$ cat src/common/timer_channel_pkg.sv
// Purpose: shared constants, types and decoding for the six-channel capture/compare timer block
// Assumes: one 32-bit aligned APB word per 8-bit register, data in bits 7:0
// Notes: channel register groups sit at a fixed stride in the APB space
package timer_channel_pkg;

    localparam int NUM_CH = 6;
    localparam int ADDR_W = 8;

    // register map: channel n group starts at n * CH_STRIDE
    localparam logic [3:0] CH_FIELD_MAX = 4'h5;
    localparam logic [3:0] OFS_STATUS_CONTROL = 4'h0;
    localparam logic [3:0] OFS_VALUE_HIGH = 4'h4;
    localparam logic [3:0] OFS_VALUE_LOW = 4'h8;
    localparam logic [7:0] CH_STRIDE = 8'h10;

    // channel_status_control field positions
    localparam int BIT_EVENT_FLAG = 7;
    localparam int BIT_IRQ_ENABLE = 6;
    localparam int BIT_BUFFERED_MODE = 5;
    localparam int BIT_MODE_LOW = 4;
    localparam int BIT_EDGE_LEVEL_HIGH = 3;
    localparam int BIT_EDGE_LEVEL_LOW = 2;
    localparam int BIT_OVERFLOW_TOGGLE = 1;
    localparam int BIT_FULL_DUTY = 0;

    // values after reset
    localparam logic [7:0] STATUS_CONTROL_RST = 8'h00;
    localparam logic [15:0] CHANNEL_VALUE_RST = 16'h0000;
    localparam logic [31:0] PRDATA_RST = 32'h0000_0000;

    // edge/level codes
    localparam logic [1:0] EDGE_LEVEL_OFF = 2'h0;
    localparam logic [1:0] EDGE_LEVEL_TOGGLE = 2'h1;
    localparam logic [1:0] EDGE_LEVEL_CLEAR = 2'h2;
    localparam logic [1:0] EDGE_LEVEL_SET = 2'h3;

    // register kinds seen by the bus slave
    typedef enum logic [1:0] {
        KIND_STATUS_CONTROL = 2'h0,
        KIND_VALUE_HIGH = 2'h1,
        KIND_VALUE_LOW = 2'h3
    } reg_kind_t;

    // channel function, gray coded
    typedef enum logic [1:0] {
        MODE_IDLE = 2'h0,
        MODE_CAPTURE = 2'h1,
        MODE_COMPARE = 2'h3,
        MODE_BUFFERED = 2'h2
    } chan_mode_t;

    function automatic chan_mode_t chan_mode(input logic buffered, input logic mode_low,
                                             input logic [1:0] edge_level, input logic disabled);
        chan_mode_t m;
        m = MODE_IDLE;
        if (disabled || edge_level == EDGE_LEVEL_OFF) begin
            m = MODE_IDLE;
        end else if (buffered) begin
            m = MODE_BUFFERED;
        end else if (mode_low) begin
            m = MODE_COMPARE;
        end else begin
            m = MODE_CAPTURE;
        end
        return m;
    endfunction

endpackage

$ cat src/core/timer_channel_capture_compare_pwm.sv
// Purpose: six capture/compare/PWM channels of a 16-bit timer behind an APB register file
// Assumes: counter value and overflow pulse come from the shared counter on sys_clk_i
// Notes: pins are sampled as synchronous inputs; odd channels pair with the even one below
//
// Overview of operation
// - capture mode sets the event flag on the selected pin edge.
// - compare mode sets the event flag when counter equals channel value.
// - flag clears by reading status with flag set, then writing zero.
// - with irq enable high, an event between that read and the clearing write keeps the flag.
// - writing one to the flag does nothing; reset clears all control bits.
// - interrupt enable bit permits or blocks the channel interrupt request.
// - only even channels have buffered mode; it disables the odd partner.
// - with edge/level nonzero, mode bit low picks capture or compare.
// - with edge/level zero, mode bit low presets output level; pin released.
// - with edge/level zero the pin is released but channel keeps state.
// - capture edge codes: 01 rising, 10 falling, 11 either edge.
// - compare codes: 01 toggle, 10 clear, 11 set, also when buffered.
// - buffered mode alternates the paired channel values as compare value.
// - overflow toggle flips the output on overflow; none in capture mode.
// - overflow action wins over a compare match in the same cycle.
// - with overflow toggle set, full-duty bit forces 100% duty from the next PWM period.
// - channel value holds capture or compare value; reset loads 0000h.
// - reading high byte in capture mode blocks captures until low read.
// - writing high byte in compare mode blocks matches until low written.
module timer_channel_capture_compare_pwm (
    // clock and reset
    input wire logic sys_clk_i,
    input wire logic rst_b_i,
    // apb
    input wire logic psel_i,
    input wire logic penable_i,
    input wire logic pwrite_i,
    input wire logic [timer_channel_pkg::ADDR_W-1:0] paddr_i,
    input wire logic [31:0] pwdata_i,
    output logic [31:0] prdata_o,
    output logic pready_o,
    output logic pslverr_o,
    // shared counter
    input wire logic [15:0] counter_value_i,
    input wire logic counter_overflow_i,
    // channel pins
    input wire logic [timer_channel_pkg::NUM_CH-1:0] channel_pin_i,
    output logic [timer_channel_pkg::NUM_CH-1:0] channel_pin_o,
    output logic [timer_channel_pkg::NUM_CH-1:0] channel_pin_oe_b_o,
    // interrupt requests
    output logic [timer_channel_pkg::NUM_CH-1:0] channel_irq_o
);

    typedef struct packed {
        logic channel_event_flag;
        logic channel_irq_enable;
        logic buffered_mode_select;
        logic mode_select_low;
        logic [1:0] edge_level;
        logic overflow_toggle_enable;
        logic full_duty_force;
        logic full_duty_active;
        logic [15:0] value;
        logic capture_hold;
        logic compare_hold;
        logic clear_armed;
        logic out_level;
        logic pin_prev;
        logic use_partner;
        logic next_partner;
    } chan_t;

    typedef struct packed {
        chan_t [timer_channel_pkg::NUM_CH-1:0] ch;
    } timer_state_t;

    timer_state_t st_reg;
    timer_state_t st_next;

    // bus strobes
    logic [timer_channel_pkg::NUM_CH-1:0] wr_sc;
    logic [timer_channel_pkg::NUM_CH-1:0] wr_hi;
    logic [timer_channel_pkg::NUM_CH-1:0] wr_lo;
    logic [timer_channel_pkg::NUM_CH-1:0] rd_sc;
    logic [timer_channel_pkg::NUM_CH-1:0] rd_hi;
    logic [timer_channel_pkg::NUM_CH-1:0] rd_lo;
    logic [7:0] wdata;
    logic rd_flag_seen;
    logic [timer_channel_pkg::NUM_CH*24-1:0] rd_bytes;

    // per-channel derived terms
    logic [timer_channel_pkg::NUM_CH-1:0] disabled;
    logic [15:0] partner_value [timer_channel_pkg::NUM_CH];
    timer_channel_pkg::chan_mode_t mode [timer_channel_pkg::NUM_CH];

    channel_apb_slave u_apb (
        .sys_clk_i(sys_clk_i),
        .rst_b_i(rst_b_i),
        .psel_i(psel_i),
        .penable_i(penable_i),
        .pwrite_i(pwrite_i),
        .paddr_i(paddr_i),
        .pwdata_i(pwdata_i),
        .prdata_o(prdata_o),
        .pready_o(pready_o),
        .pslverr_o(pslverr_o),
        .rd_bytes_i(rd_bytes),
        .wr_sc_o(wr_sc),
        .wr_hi_o(wr_hi),
        .wr_lo_o(wr_lo),
        .rd_sc_o(rd_sc),
        .rd_hi_o(rd_hi),
        .rd_lo_o(rd_lo),
        .wdata_o(wdata),
        .rd_flag_seen_o(rd_flag_seen)
    );

    genvar g;
    generate
        for (g = 0; g < timer_channel_pkg::NUM_CH; g++) begin : g_chan
            chan_t c;
            logic [7:0] sc_byte;
            logic compare_mode;
            assign c = st_reg.ch[g];
            if (g % 2 == 1) begin : g_odd
                // odd channel goes dark while its even partner is buffered
                assign disabled[g] = st_reg.ch[g-1].buffered_mode_select;
                assign partner_value[g] = c.value;
            end else begin : g_even
                assign disabled[g] = 1'b0;
                assign partner_value[g] = st_reg.ch[g+1].value;
            end
            assign mode[g] = timer_channel_pkg::chan_mode(c.buffered_mode_select, c.mode_select_low,
                                                          c.edge_level, disabled[g]);
            assign sc_byte = disabled[g] ? 8'h00 : {c.channel_event_flag, c.channel_irq_enable,
                                                    c.buffered_mode_select, c.mode_select_low,
                                                    c.edge_level, c.overflow_toggle_enable,
                                                    c.full_duty_force};
            assign rd_bytes[g*24 +: 24] = {sc_byte, c.value};
            assign compare_mode = (mode[g] == timer_channel_pkg::MODE_COMPARE) ||
                                  (mode[g] == timer_channel_pkg::MODE_BUFFERED);
            // pin released in idle and capture; driven only by compare/pwm
            assign channel_pin_oe_b_o[g] = !compare_mode;
            assign channel_pin_o[g] = c.out_level;
            assign channel_irq_o[g] = c.channel_event_flag && c.channel_irq_enable;
        end
    endgenerate

    always_comb begin
        chan_t c;
        chan_t n;
        logic rise;
        logic fall;
        logic capture_event;
        logic compare_event;
        logic any_event;
        logic overflow_action;
        logic is_compare;
        logic [15:0] compare_value;
        c = '0;
        n = '0;
        rise = 1'b0;
        fall = 1'b0;
        capture_event = 1'b0;
        compare_event = 1'b0;
        any_event = 1'b0;
        overflow_action = 1'b0;
        is_compare = 1'b0;
        compare_value = 16'h0000;
        st_next = st_reg;
        for (int i = 0; i < timer_channel_pkg::NUM_CH; i++) begin
            c = st_reg.ch[i];
            n = st_next.ch[i];
            is_compare = (mode[i] == timer_channel_pkg::MODE_COMPARE) ||
                         (mode[i] == timer_channel_pkg::MODE_BUFFERED);
            // edge detect on the channel pin
            rise = channel_pin_i[i] && !c.pin_prev;
            fall = !channel_pin_i[i] && c.pin_prev;
            n.pin_prev = channel_pin_i[i];
            capture_event = (mode[i] == timer_channel_pkg::MODE_CAPTURE) && !c.capture_hold &&
                            ((c.edge_level[0] && rise) || (c.edge_level[1] && fall));
            // buffered pair alternates the active compare value
            compare_value = (mode[i] == timer_channel_pkg::MODE_BUFFERED && c.use_partner) ?
                            partner_value[i] : c.value;
            compare_event = is_compare && !c.compare_hold &&
                            (counter_value_i == compare_value);
            any_event = capture_event || compare_event;
            if (capture_event) begin
                n.value = counter_value_i;
            end
            // output level
            overflow_action = is_compare && counter_overflow_i && c.overflow_toggle_enable;
            if (mode[i] == timer_channel_pkg::MODE_IDLE) begin
                n.out_level = !c.mode_select_low;
            end else if (overflow_action) begin
                // overflow wins over a same-cycle match; full duty latched per period
                n.full_duty_active = c.full_duty_force;
                n.out_level = c.full_duty_force ? 1'b1 : !c.out_level;
            end else if (compare_event && !c.full_duty_active) begin
                unique case (c.edge_level)
                    timer_channel_pkg::EDGE_LEVEL_TOGGLE: n.out_level = !c.out_level;
                    timer_channel_pkg::EDGE_LEVEL_CLEAR: n.out_level = 1'b0;
                    timer_channel_pkg::EDGE_LEVEL_SET: n.out_level = 1'b1;
                    default: n.out_level = c.out_level;
                endcase
            end
            if (!c.overflow_toggle_enable) begin
                n.full_duty_active = 1'b0;
            end
            if (counter_overflow_i && mode[i] == timer_channel_pkg::MODE_BUFFERED) begin
                n.use_partner = c.next_partner;
            end
            // status/control write
            if (wr_sc[i] && !disabled[i]) begin
                n.channel_irq_enable = wdata[timer_channel_pkg::BIT_IRQ_ENABLE];
                n.buffered_mode_select = (i % 2 == 0) && wdata[timer_channel_pkg::BIT_BUFFERED_MODE];
                n.mode_select_low = wdata[timer_channel_pkg::BIT_MODE_LOW];
                n.edge_level = {wdata[timer_channel_pkg::BIT_EDGE_LEVEL_HIGH],
                                wdata[timer_channel_pkg::BIT_EDGE_LEVEL_LOW]};
                n.overflow_toggle_enable = wdata[timer_channel_pkg::BIT_OVERFLOW_TOGGLE];
                n.full_duty_force = wdata[timer_channel_pkg::BIT_FULL_DUTY];
                // writing one leaves the flag alone; zero clears after the read, or at once while the irq enable is low
                if (!wdata[timer_channel_pkg::BIT_EVENT_FLAG] && (c.clear_armed || !c.channel_irq_enable)) begin
                    n.channel_event_flag = 1'b0;
                end
                n.clear_armed = 1'b0;
            end
            if (rd_sc[i] && !disabled[i] && rd_flag_seen) begin
                n.clear_armed = 1'b1;
            end
            // value byte accesses and their interlocks
            if (rd_hi[i] && mode[i] == timer_channel_pkg::MODE_CAPTURE) begin
                n.capture_hold = 1'b1;
            end
            if (rd_lo[i]) begin
                n.capture_hold = 1'b0;
            end
            if (wr_hi[i]) begin
                n.value[15:8] = wdata;
                n.compare_hold = is_compare || (i % 2 == 1 && disabled[i]);
            end
            if (wr_lo[i]) begin
                n.value[7:0] = wdata;
                n.compare_hold = 1'b0;
                if (i % 2 == 0) begin
                    n.next_partner = 1'b0;
                end
            end
            // a new event sets the flag and cancels a pending clear
            if (any_event) begin
                n.channel_event_flag = 1'b1;
                n.clear_armed = 1'b0;
            end
            st_next.ch[i] = n;
            // odd low byte written: partner value becomes next active in the pair
            if (i % 2 == 1 && wr_lo[i]) begin
                st_next.ch[i-1].next_partner = 1'b1;
            end
        end
    end

    always_ff @(posedge sys_clk_i or negedge rst_b_i) begin
        if (!rst_b_i) begin
            // reset clears flag, enable, mode, edge/level and toggle bits
            for (int i = 0; i < timer_channel_pkg::NUM_CH; i++) begin
                st_reg.ch[i] <= '{channel_event_flag: timer_channel_pkg::STATUS_CONTROL_RST[7],
                                  channel_irq_enable: timer_channel_pkg::STATUS_CONTROL_RST[6],
                                  buffered_mode_select: timer_channel_pkg::STATUS_CONTROL_RST[5],
                                  mode_select_low: timer_channel_pkg::STATUS_CONTROL_RST[4],
                                  edge_level: timer_channel_pkg::STATUS_CONTROL_RST[3:2],
                                  overflow_toggle_enable: timer_channel_pkg::STATUS_CONTROL_RST[1],
                                  full_duty_force: timer_channel_pkg::STATUS_CONTROL_RST[0],
                                  full_duty_active: 1'b0,
                                  value: timer_channel_pkg::CHANNEL_VALUE_RST,
                                  capture_hold: 1'b0,
                                  compare_hold: 1'b0,
                                  clear_armed: 1'b0,
                                  out_level: 1'b1,
                                  pin_prev: 1'b0,
                                  use_partner: 1'b0,
                                  next_partner: 1'b0};
            end
        end else begin
            st_reg <= st_next;
        end
    end

endmodule

$ cat src/core/channel_apb_slave.sv
// Purpose: APB slave front end, decodes byte registers into per-channel strobes
// Assumes: zero wait states; read data registered during the setup phase
// Notes: unmapped addresses answer with pslverr and zero data
module channel_apb_slave (
    // clock and reset
    input wire logic sys_clk_i,
    input wire logic rst_b_i,
    // apb
    input wire logic psel_i,
    input wire logic penable_i,
    input wire logic pwrite_i,
    input wire logic [timer_channel_pkg::ADDR_W-1:0] paddr_i,
    input wire logic [31:0] pwdata_i,
    output logic [31:0] prdata_o,
    output logic pready_o,
    output logic pslverr_o,
    // register contents, 3 bytes per channel: status, high, low
    input wire logic [timer_channel_pkg::NUM_CH*24-1:0] rd_bytes_i,
    // strobes toward channel logic
    output logic [timer_channel_pkg::NUM_CH-1:0] wr_sc_o,
    output logic [timer_channel_pkg::NUM_CH-1:0] wr_hi_o,
    output logic [timer_channel_pkg::NUM_CH-1:0] wr_lo_o,
    output logic [timer_channel_pkg::NUM_CH-1:0] rd_sc_o,
    output logic [timer_channel_pkg::NUM_CH-1:0] rd_hi_o,
    output logic [timer_channel_pkg::NUM_CH-1:0] rd_lo_o,
    output logic [7:0] wdata_o,
    output logic rd_flag_seen_o
);

    typedef struct packed {
        logic [31:0] prdata;
        logic err;
    } slave_state_t;

    slave_state_t st_reg;
    slave_state_t st_next;

    // returns {valid, channel[2:0], kind[1:0]}
    function automatic logic [5:0] decode(input logic [timer_channel_pkg::ADDR_W-1:0] addr);
        logic ok;
        logic [1:0] kind;
        ok = (addr[7:4] <= timer_channel_pkg::CH_FIELD_MAX);
        kind = timer_channel_pkg::KIND_STATUS_CONTROL;
        unique case (addr[3:0])
            timer_channel_pkg::OFS_STATUS_CONTROL: kind = timer_channel_pkg::KIND_STATUS_CONTROL;
            timer_channel_pkg::OFS_VALUE_HIGH: kind = timer_channel_pkg::KIND_VALUE_HIGH;
            timer_channel_pkg::OFS_VALUE_LOW: kind = timer_channel_pkg::KIND_VALUE_LOW;
            default: ok = 1'b0;
        endcase
        return {ok, addr[6:4], kind};
    endfunction

    logic [5:0] dec;
    logic access;
    logic [7:0] sel_byte;

    always_comb begin
        dec = decode(paddr_i);
        sel_byte = 8'h00;
        unique case (dec[1:0])
            timer_channel_pkg::KIND_VALUE_HIGH: sel_byte = rd_bytes_i[dec[4:2]*24+8 +: 8];
            timer_channel_pkg::KIND_VALUE_LOW: sel_byte = rd_bytes_i[dec[4:2]*24 +: 8];
            default: sel_byte = rd_bytes_i[dec[4:2]*24+16 +: 8];
        endcase
        st_next = st_reg;
        if (psel_i && !penable_i) begin
            st_next.err = !dec[5];
            st_next.prdata = (dec[5] && !pwrite_i) ? {24'h00_0000, sel_byte} : timer_channel_pkg::PRDATA_RST;
        end
    end

    always_ff @(posedge sys_clk_i or negedge rst_b_i) begin
        if (!rst_b_i) begin
            st_reg <= '{prdata: timer_channel_pkg::PRDATA_RST, err: 1'b0};
        end else begin
            st_reg <= st_next;
        end
    end

    assign access = psel_i && penable_i && dec[5];
    assign prdata_o = st_reg.prdata;
    assign pready_o = 1'b1;
    assign pslverr_o = psel_i && penable_i && st_reg.err;
    assign wdata_o = pwdata_i[7:0];
    assign rd_flag_seen_o = st_reg.prdata[timer_channel_pkg::BIT_EVENT_FLAG];

    genvar g;
    generate
        for (g = 0; g < timer_channel_pkg::NUM_CH; g++) begin : g_strobe
            logic hit;
            assign hit = access && (dec[4:2] == 3'(g));
            assign wr_sc_o[g] = hit && pwrite_i && dec[1:0] == timer_channel_pkg::KIND_STATUS_CONTROL;
            assign wr_hi_o[g] = hit && pwrite_i && dec[1:0] == timer_channel_pkg::KIND_VALUE_HIGH;
            assign wr_lo_o[g] = hit && pwrite_i && dec[1:0] == timer_channel_pkg::KIND_VALUE_LOW;
            assign rd_sc_o[g] = hit && !pwrite_i && dec[1:0] == timer_channel_pkg::KIND_STATUS_CONTROL;
            assign rd_hi_o[g] = hit && !pwrite_i && dec[1:0] == timer_channel_pkg::KIND_VALUE_HIGH;
            assign rd_lo_o[g] = hit && !pwrite_i && dec[1:0] == timer_channel_pkg::KIND_VALUE_LOW;
        end
    endgenerate

endmodule

$ cat config.mk
export PLATFORM = sky130hd
export DESIGN_NAME = timer_channel_capture_compare_pwm
export DESIGN_NICKNAME = d
export VERILOG_FILES = /design/src/common/timer_channel_pkg.sv /design/src/core/timer_channel_capture_compare_pwm.sv /design/src/core/channel_apb_slave.sv
export SDC_FILE = /design/constraint.sdc
export NUM_CORES = 1
export LEC_CHECK = 0
export ABC_AREA = 1
export BUFFER_PORTS_ARGS = -buffer_cell sky130_fd_sc_hd__buf_4
export CAP_MARGIN = 20
export CORE_MARGIN = 3
export CORE_UTILIZATION = 31
export CTS_CLUSTER_DIAMETER = 100
export DETAILED_ROUTE_END_ITERATION = 10
export PLACE_DENSITY_LB_ADDON = 0.25
export SLEW_MARGIN = 20
export SYNTH_ARGS = -nofsm -noshare
export SYNTH_HDL_FRONTEND = slang
export SYNTH_SLANG_ARGS = --single-unit
$ cat constraint.sdc
create_clock -name sys_clk_i -period 2.6 [get_ports sys_clk_i]
set_input_delay 0.52 -clock sys_clk_i [delete_from_list [all_inputs] [get_ports sys_clk_i]]
set_output_delay 0.52 -clock sys_clk_i [all_outputs]
set_load 0.1 [all_outputs]
# --- Yosys cells after proc, flatten, opt, wreduce, memory -nomap -nowiden ---
# Index checks and enable logic that the tools add are counted.
word_totals:
  elab_cells: 665
  output_inout_bits: 52
  ff_bits: 216
  input_bits: 68
op_classes:
  mul: 1
  eq_ne: 63
  shifts: 3
  n_mux: 157
  add_sub_neg: 2
  magnitude_cmp: 1
  reduce_logical: 343
ops:
  columns: ["operator", "count"]
  rows:
  - ["144-bit by 33-bit indexed part select with 8-bit output", 2]
  - ["8-bit 2-to-1 mux", 22]
  - ["1-bit logical AND", 161]
  - ["16-bit 2-to-1 mux", 9]
  - ["144-bit by 9-bit indexed part select with 8-bit output", 1]
  - ["1-bit 2-to-1 mux", 103]
  - ["16-bit == test", 6]
  - ["2-bit nonzero test", 39]
  - ["1-bit zero test", 61]
  - ["2-bit == test (second input constant)", 25]
  - ["2-bit AND reduction", 18]
  - ["3-bit nonzero test", 12]
  - ["1-bit logical OR", 30]
  - ["2-bit 2-to-1 mux", 15]
  - ["5-bit nonzero test", 6]
  - ["2-bit by 1-bit == test with 1-bit output (second input constant)", 13]
  - ["2-bit zero test", 13]
  - ["1-bit one-hot mux with 3 select lines", 6]
  - ["8-bit one-hot mux with 2 select lines", 1]
  - ["2-bit by 1-bit inequality test with 1-bit output (second input constant)", 6]
  - ["2-bit inequality test (second input constant)", 6]
  - ["8-bit by 4-bit adder with 9-bit output (second input constant)", 1]
  - ["8-bit by 5-bit adder with 9-bit output (second input constant)", 1]
  - ["3-bit by 2-bit == test with 1-bit output (second input constant)", 2]
  - ["10 further kinds", 11]

# --- Depth between registers and ports, before layout ---
logic_depth:
  depth_word: 12
  ltp_mapped: 16
  ltp_nobuf: 15

# --- Cells and area by module ---
# From an unflattened synthesis, not the netlist that was laid out.
unflattened:
  hier_cells: 2017
  area_unflattened_um2: 13361.6
modules_own_cells:
  columns: ["mod", "area_per_inst_um2", "seq_area_each_um2", "cells_each", "instances"]
  rows:
  - ["timer_channel_capture_compare_pwm", 10866.7, 4586.9, 1521, 1]
  - ["channel_apb_slave", 2494.9, 225.2, 496, 1]

# --- Worst setup path after synthesis ---
# No wires, ideal clock.
synth_path:
  kind: "flip-flop to flip-flop"
  startpoint: "register st_reg (netlist bit disabled[1])"
  endpoint: "register st_reg (netlist bit channel_pin_o[0])"
  path_stages_with_launch: 11
  setup_slack_ns: -0.964
  period_less_slack_ns: 3.564
  arrival_time_ns: 3.504
  t_required_ns: 2.540
  path_buffers: 1
  setup_ns: 0.060
  path_cell_list: "dfrtp_1 buf_2 o21ai_0 nor2_1 nand2_1 inv_1 nor2_1 nand2_1 o211ai_1 nand2_1 nand2_1"
synth_via:
  elab_chain_cells: 10
  word_cells_on_any_way: 19
  cone_classes: "eq/ne: 3; mux: 5; reduce/logical: 11"
synth_rtl:
  columns: ["element", "line_no", "rtl"]
  rows:
  - ["start: declaration", "timer_channel_capture_compare_pwm.sv:72", "timer_state_t st_reg;"]
  - ["start signal: assignment", "timer_channel_capture_compare_pwm.sv:279", "st_reg <= st_next;"]
  - ["2-bit 2-to-1 mux *", "timer_channel_pkg.sv:58", "end else if (buffered) begin"]
  - ["2-bit 2-to-1 mux *", "timer_channel_pkg.sv:56", "if (disabled || edge_level == EDGE_LEVEL_OFF) begin"]
  - ["2-bit == test", "timer_channel_capture_compare_pwm.sv:170, timer_channel_capture_compare_pwm.sv:178", null]
  - ["1-bit logical AND", "timer_channel_capture_compare_pwm.sv:178", "compare_value = (mode[i] == timer_channel_pkg::MODE_BUFFERED && c.use_partner) ?"]
  - ["16-bit 2-to-1 mux", "timer_channel_capture_compare_pwm.sv:178", null]
  - ["16-bit == test", "timer_channel_capture_compare_pwm.sv:181", "(counter_value_i == compare_value);"]
  - ["1-bit logical AND", "timer_channel_capture_compare_pwm.sv:180", "compare_event = is_compare && !c.compare_hold &&"]
  - ["1-bit logical AND", "timer_channel_capture_compare_pwm.sv:194", "end else if (compare_event && !c.full_duty_active) begin"]
  - ["3-bit nonzero test (no line)", null, null]
  - ["2-bit AND reduction (no line)", null, null]
# Every way passes the cells marked *; elsewhere a longest branch is shown, timed or not.
# A chain may end at the register's enable or synchronous reset.

# --- Worst setup path after layout ---
layout_path:
  startpoint: "register st_reg (netlist bit disabled[3])"
  endpoint: "output port channel_pin_oe_b_o[3] (netlist name)"
layout_via:
  elab_chain_cells: 5
  word_cells_on_any_way: 6
  cone_classes: "eq/ne: 2; mux: 1; reduce/logical: 3"
layout_rtl:
  columns: ["element", "line_no", "rtl"]
  rows:
  - ["1-bit logical OR *", "timer_channel_pkg.sv:56", null]
  - ["2-bit 2-to-1 mux *", "timer_channel_pkg.sv:56", null]
  - ["2-bit == test (on tied branches)", null, null]
  - ["1-bit logical OR *", "timer_channel_capture_compare_pwm.sv:135", "assign compare_mode = (mode[g] == timer_channel_pkg::MODE_COMPARE) ||"]
  - ["1-bit zero test *", "timer_channel_capture_compare_pwm.sv:138", "assign channel_pin_oe_b_o[g] = !compare_mode;"]
  - ["end: declaration", "timer_channel_capture_compare_pwm.sv:44", "output logic [timer_channel_pkg::NUM_CH-1:0] channel_pin_oe_b_o,"]
# Marks and branches as above.

==> results.md <==
* Status: complete, no violations
* I/O pin total at 120
* Vias in the first global route at 12,650
* Top cell type by total area after synthesis: dfrtp_1
* Period minus WS final at 2482 ps
* Critical path class: flop to output port
* Final setup violation count at 0
* Async SR Flop Fraction at 1.000
* Area growth from synthesis to layout at 17.82%
* Fin crit share at 0.9546
* Synth top area cells: dfrtp_1 37%, nand2_1 14%, o21ai_0 8.3%
* CTS max path bufs at 2
* Max VDD drop at 412.1 uV
* Cells after synthesis at 1,815
* Max Clock Skew at ~13 ps
* Worst min-delay path category: primary input to async pin
* RSZ-0062 raised after global routing: false
* Sw Pwr at 2.932 mW
* Seq/Total Area, Yosys at 0.3798
* Most common library cell in the layout ignoring fill and taps: nand2_1
* Clk pwr share at 0.353
* Clock root cell: clkbuf_16
* Clock Sinks at 192
* Die X at about 210 um
* Die Y at 208.2 um
* Post-DRT Antenna Nets at 0
* Worst setup EP type: output port
* DP HPWL at 40.36 mm
* H-tree depth at 4
* Maxcap violations at 0
* Worst Path Required at 2080 ps
* Initial Util at 0.3160
* Largest net degree at the start of global routing at 54
* Drt wl/cell at 22.65 um
* First-pass GRT wire length at 81.70 mm
* Top-area cell type share of the netlist area at 0.3673
* Total grt overflow at 0
* Timing-limited maximum frequency at between 400 and 500 MHz
* Antenna violations before repair at 1
* Sw frac at 0.3535
* Vias per cell at roughly 5.5
* # nets final at 1,988
* Startpoint types: flop
* Die area at about 43,000 sq um
* Post-route setup TNS at 0 ps
* Router iterations before antenna repair at 5
* Pleak at 7.191 nW
* Max reg flops at 174
* Clock transition at the registers of the reported paths at 70 ps
* Combinational fraction of design power at 0.237
* Total routed wirelength at 55.51 mm
* Gpl congestion at about 0.95
* Seq cells post-synth at 192
* Critical Path Fanout Max at 9
* Synth warnings at 0
* CTS Buf Count at 17
* Mapped Area at 12,670 sq um
* Arrival time worst endpoint at 1960 ps
* Postcts setup bufs at 0
* # DRC at 0
* Final WS setup at 117.9 ps
* Vias post-DR at 13,510
* DRT iter0 DRCs at 1,451
* Slew @ Worst Pin at roughly 770 ps
* Slew HR at 0.4861
* Pre-CTS setup slack at 112.4 ps
* Final hold violations at 0
* Placeable Area at roughly 40,000 sq um
* Rows at 73
* Slew Limit Fails at 0
* Total track usage at 0.2502
* Port Buffers at 70
* Synth cell types at 48
* Reg power frac at 0.411
* Later-pin clock latency in the skew report at 460 ps
* Post-synth EDFFs at 0
* Commonest non-fill, non-tap cells in the layout: 457 x nand2_1, 216 x inv_1, 209 x o21ai_0
* TritonCTS clock tree: done
* Top_reg_cell synth: dfrtp_1
* Avg Cell Area, Syn at 6.981 sq um
* Internal at ~5.4 mW
* Layout cell share with drive strength beyond 1 at 0.1319
* Power per cell area at 555.6 nW/um^2
-- worst paths after layout --
| path | from | depth (start not counted) | slack [ps] | end |
|---|---|---|---|---|
| setup / recovery | disabled[3]$_DFFE_PN0P_ | 5 | 120 | channel_pin_oe_b_o[3] |
| hold / removal | rst_b_i | 1 | 40 | g_chan[2].c[2]$_DFF_PN0_ |
| setup reg to reg | g_chan[0].c[27]$_DFFE_PN0P_ | 16 | 240 | channel_pin_o[0]$_DFFE_PN1P_ |
| hold reg to reg | u_apb.prdata_o[0]$_DFFE_PN0P_ | 2 | 490 | u_apb.prdata_o[0]$_DFFE_PN0P_ |
| max in group asynchronous | rst_b_i | 2 | 1720 | channel_pin_o[4]$_DFFE_PN1P_ |
| min in group sys_clk_i | channel_pin_i[1] | 1 | 180 | g_chan[1].c[2]$_DFF_PN0_ |
-- power by group through the flow --
stage               sequential (mW)  clock [mW]  combinational (mW)
finish                         3.41        2.92                1.96
global route                   3.44        3.07                2.09
CTS                            3.40        2.95                1.94
detailed placement             3.46           0                1.93
global placement               3.46           0                1.92
floorplan                      3.39           0                1.32
-- routing by layer --
metal	global-route usage	vias to the layer above	part of all wire	routed length [um]
met3	0.04297	124	0.077	4269
met5	0	-	0	0
li1	-	6182	-	-
met1	0.3549	6532	0.45	24780
met4	0.1021	0	0.041	2261
met2	0.3782	668	0.44	24200
-- through the flow --
step	power (mW)	cells	area (sq um)	util	hold WS [ps]
6_report	8.295	2451	14930	0.3723	43.06
3_3_place_gp	5.378	2418	14300	0.3566	472.2
5_1_grt	8.601	2450	14930	0.3723	63.50
2_1_floorplan	4.710	1838	12760	-	224.4
3_5_place_dp	5.389	2418	14300	0.3566	469.1
4_1_cts	8.291	2450	14920	0.3722	52.13
-- cell usage after synthesis (2+ instances only) --
master,number
dfrtp_1,186
o2111ai_1,8
a21oi_1,43
nand2_1,457
buf_4,41
nor2_4,2
nand3_1,130
ha_1,8
nand2_2,9
a211oi_1,7
inv_1,216
nor3_4,2
a32oi_1,3
nor3_1,24
clkbuf_1,34
nor4_1,5
o31ai_1,3
nand3_2,2
o21ai_1,9
xnor2_1,21
o221ai_1,37
nor2_1,142
buf_1,8
o211ai_1,41
clkinv_1,6
nor3b_1,3
nand4_1,35
o22ai_1,30
a31oi_1,8
buf_2,44
dfstp_2,6
nor2_2,7
xor2_1,12
conb_1,2
o21ai_0,211
-- worst max-delay path, cell delays in order, from the launching register on --
cell	delay [ps]
dfrtp_1	590
nor2_2	130
nor2_1	280
nor2_2	110
inv_1	110
buf_4	290
-- repair_timing --
| action | in CTS | in global routing |
|---|---|---|
| pin swaps | 0 | 0 |
| resized for setup | 1 | 2 |
| hold buffers | 0 | 0 |
| endpoints found under the setup margin | 1 | 2 |
-- final cells by class --
cell class / count / area [sq um]
Antenna cell: 1 / 2.502
Timing Repair Buffer: 182 / 1560
Sequential cell: 192 / 4813
Clock inverter: 13 / 188.9
Fill cell: 4273 / 25170
Tap cell: 525 / 656.9
Inverter: 223 / 837.1
Multi-Input combinational cell: 1296 / 6437
Clock buffer: 19 / 432.9
-- kinds of logic (layout without fill, tap and decap cells) --
logic type      Yosys count  in the layout  share of synthesized area
buf+inv                 350            437                     0.1202
flops                   192            192                     0.3798
xor+xnor                 33             33                    0.02281
other cells               2             26                  0.0005927
simple gates            827            827                     0.2804
fa+ha+maj                 8              8                   0.007900
compound gates          403            403                     0.1883
Power figures use the tool's default switching activity.
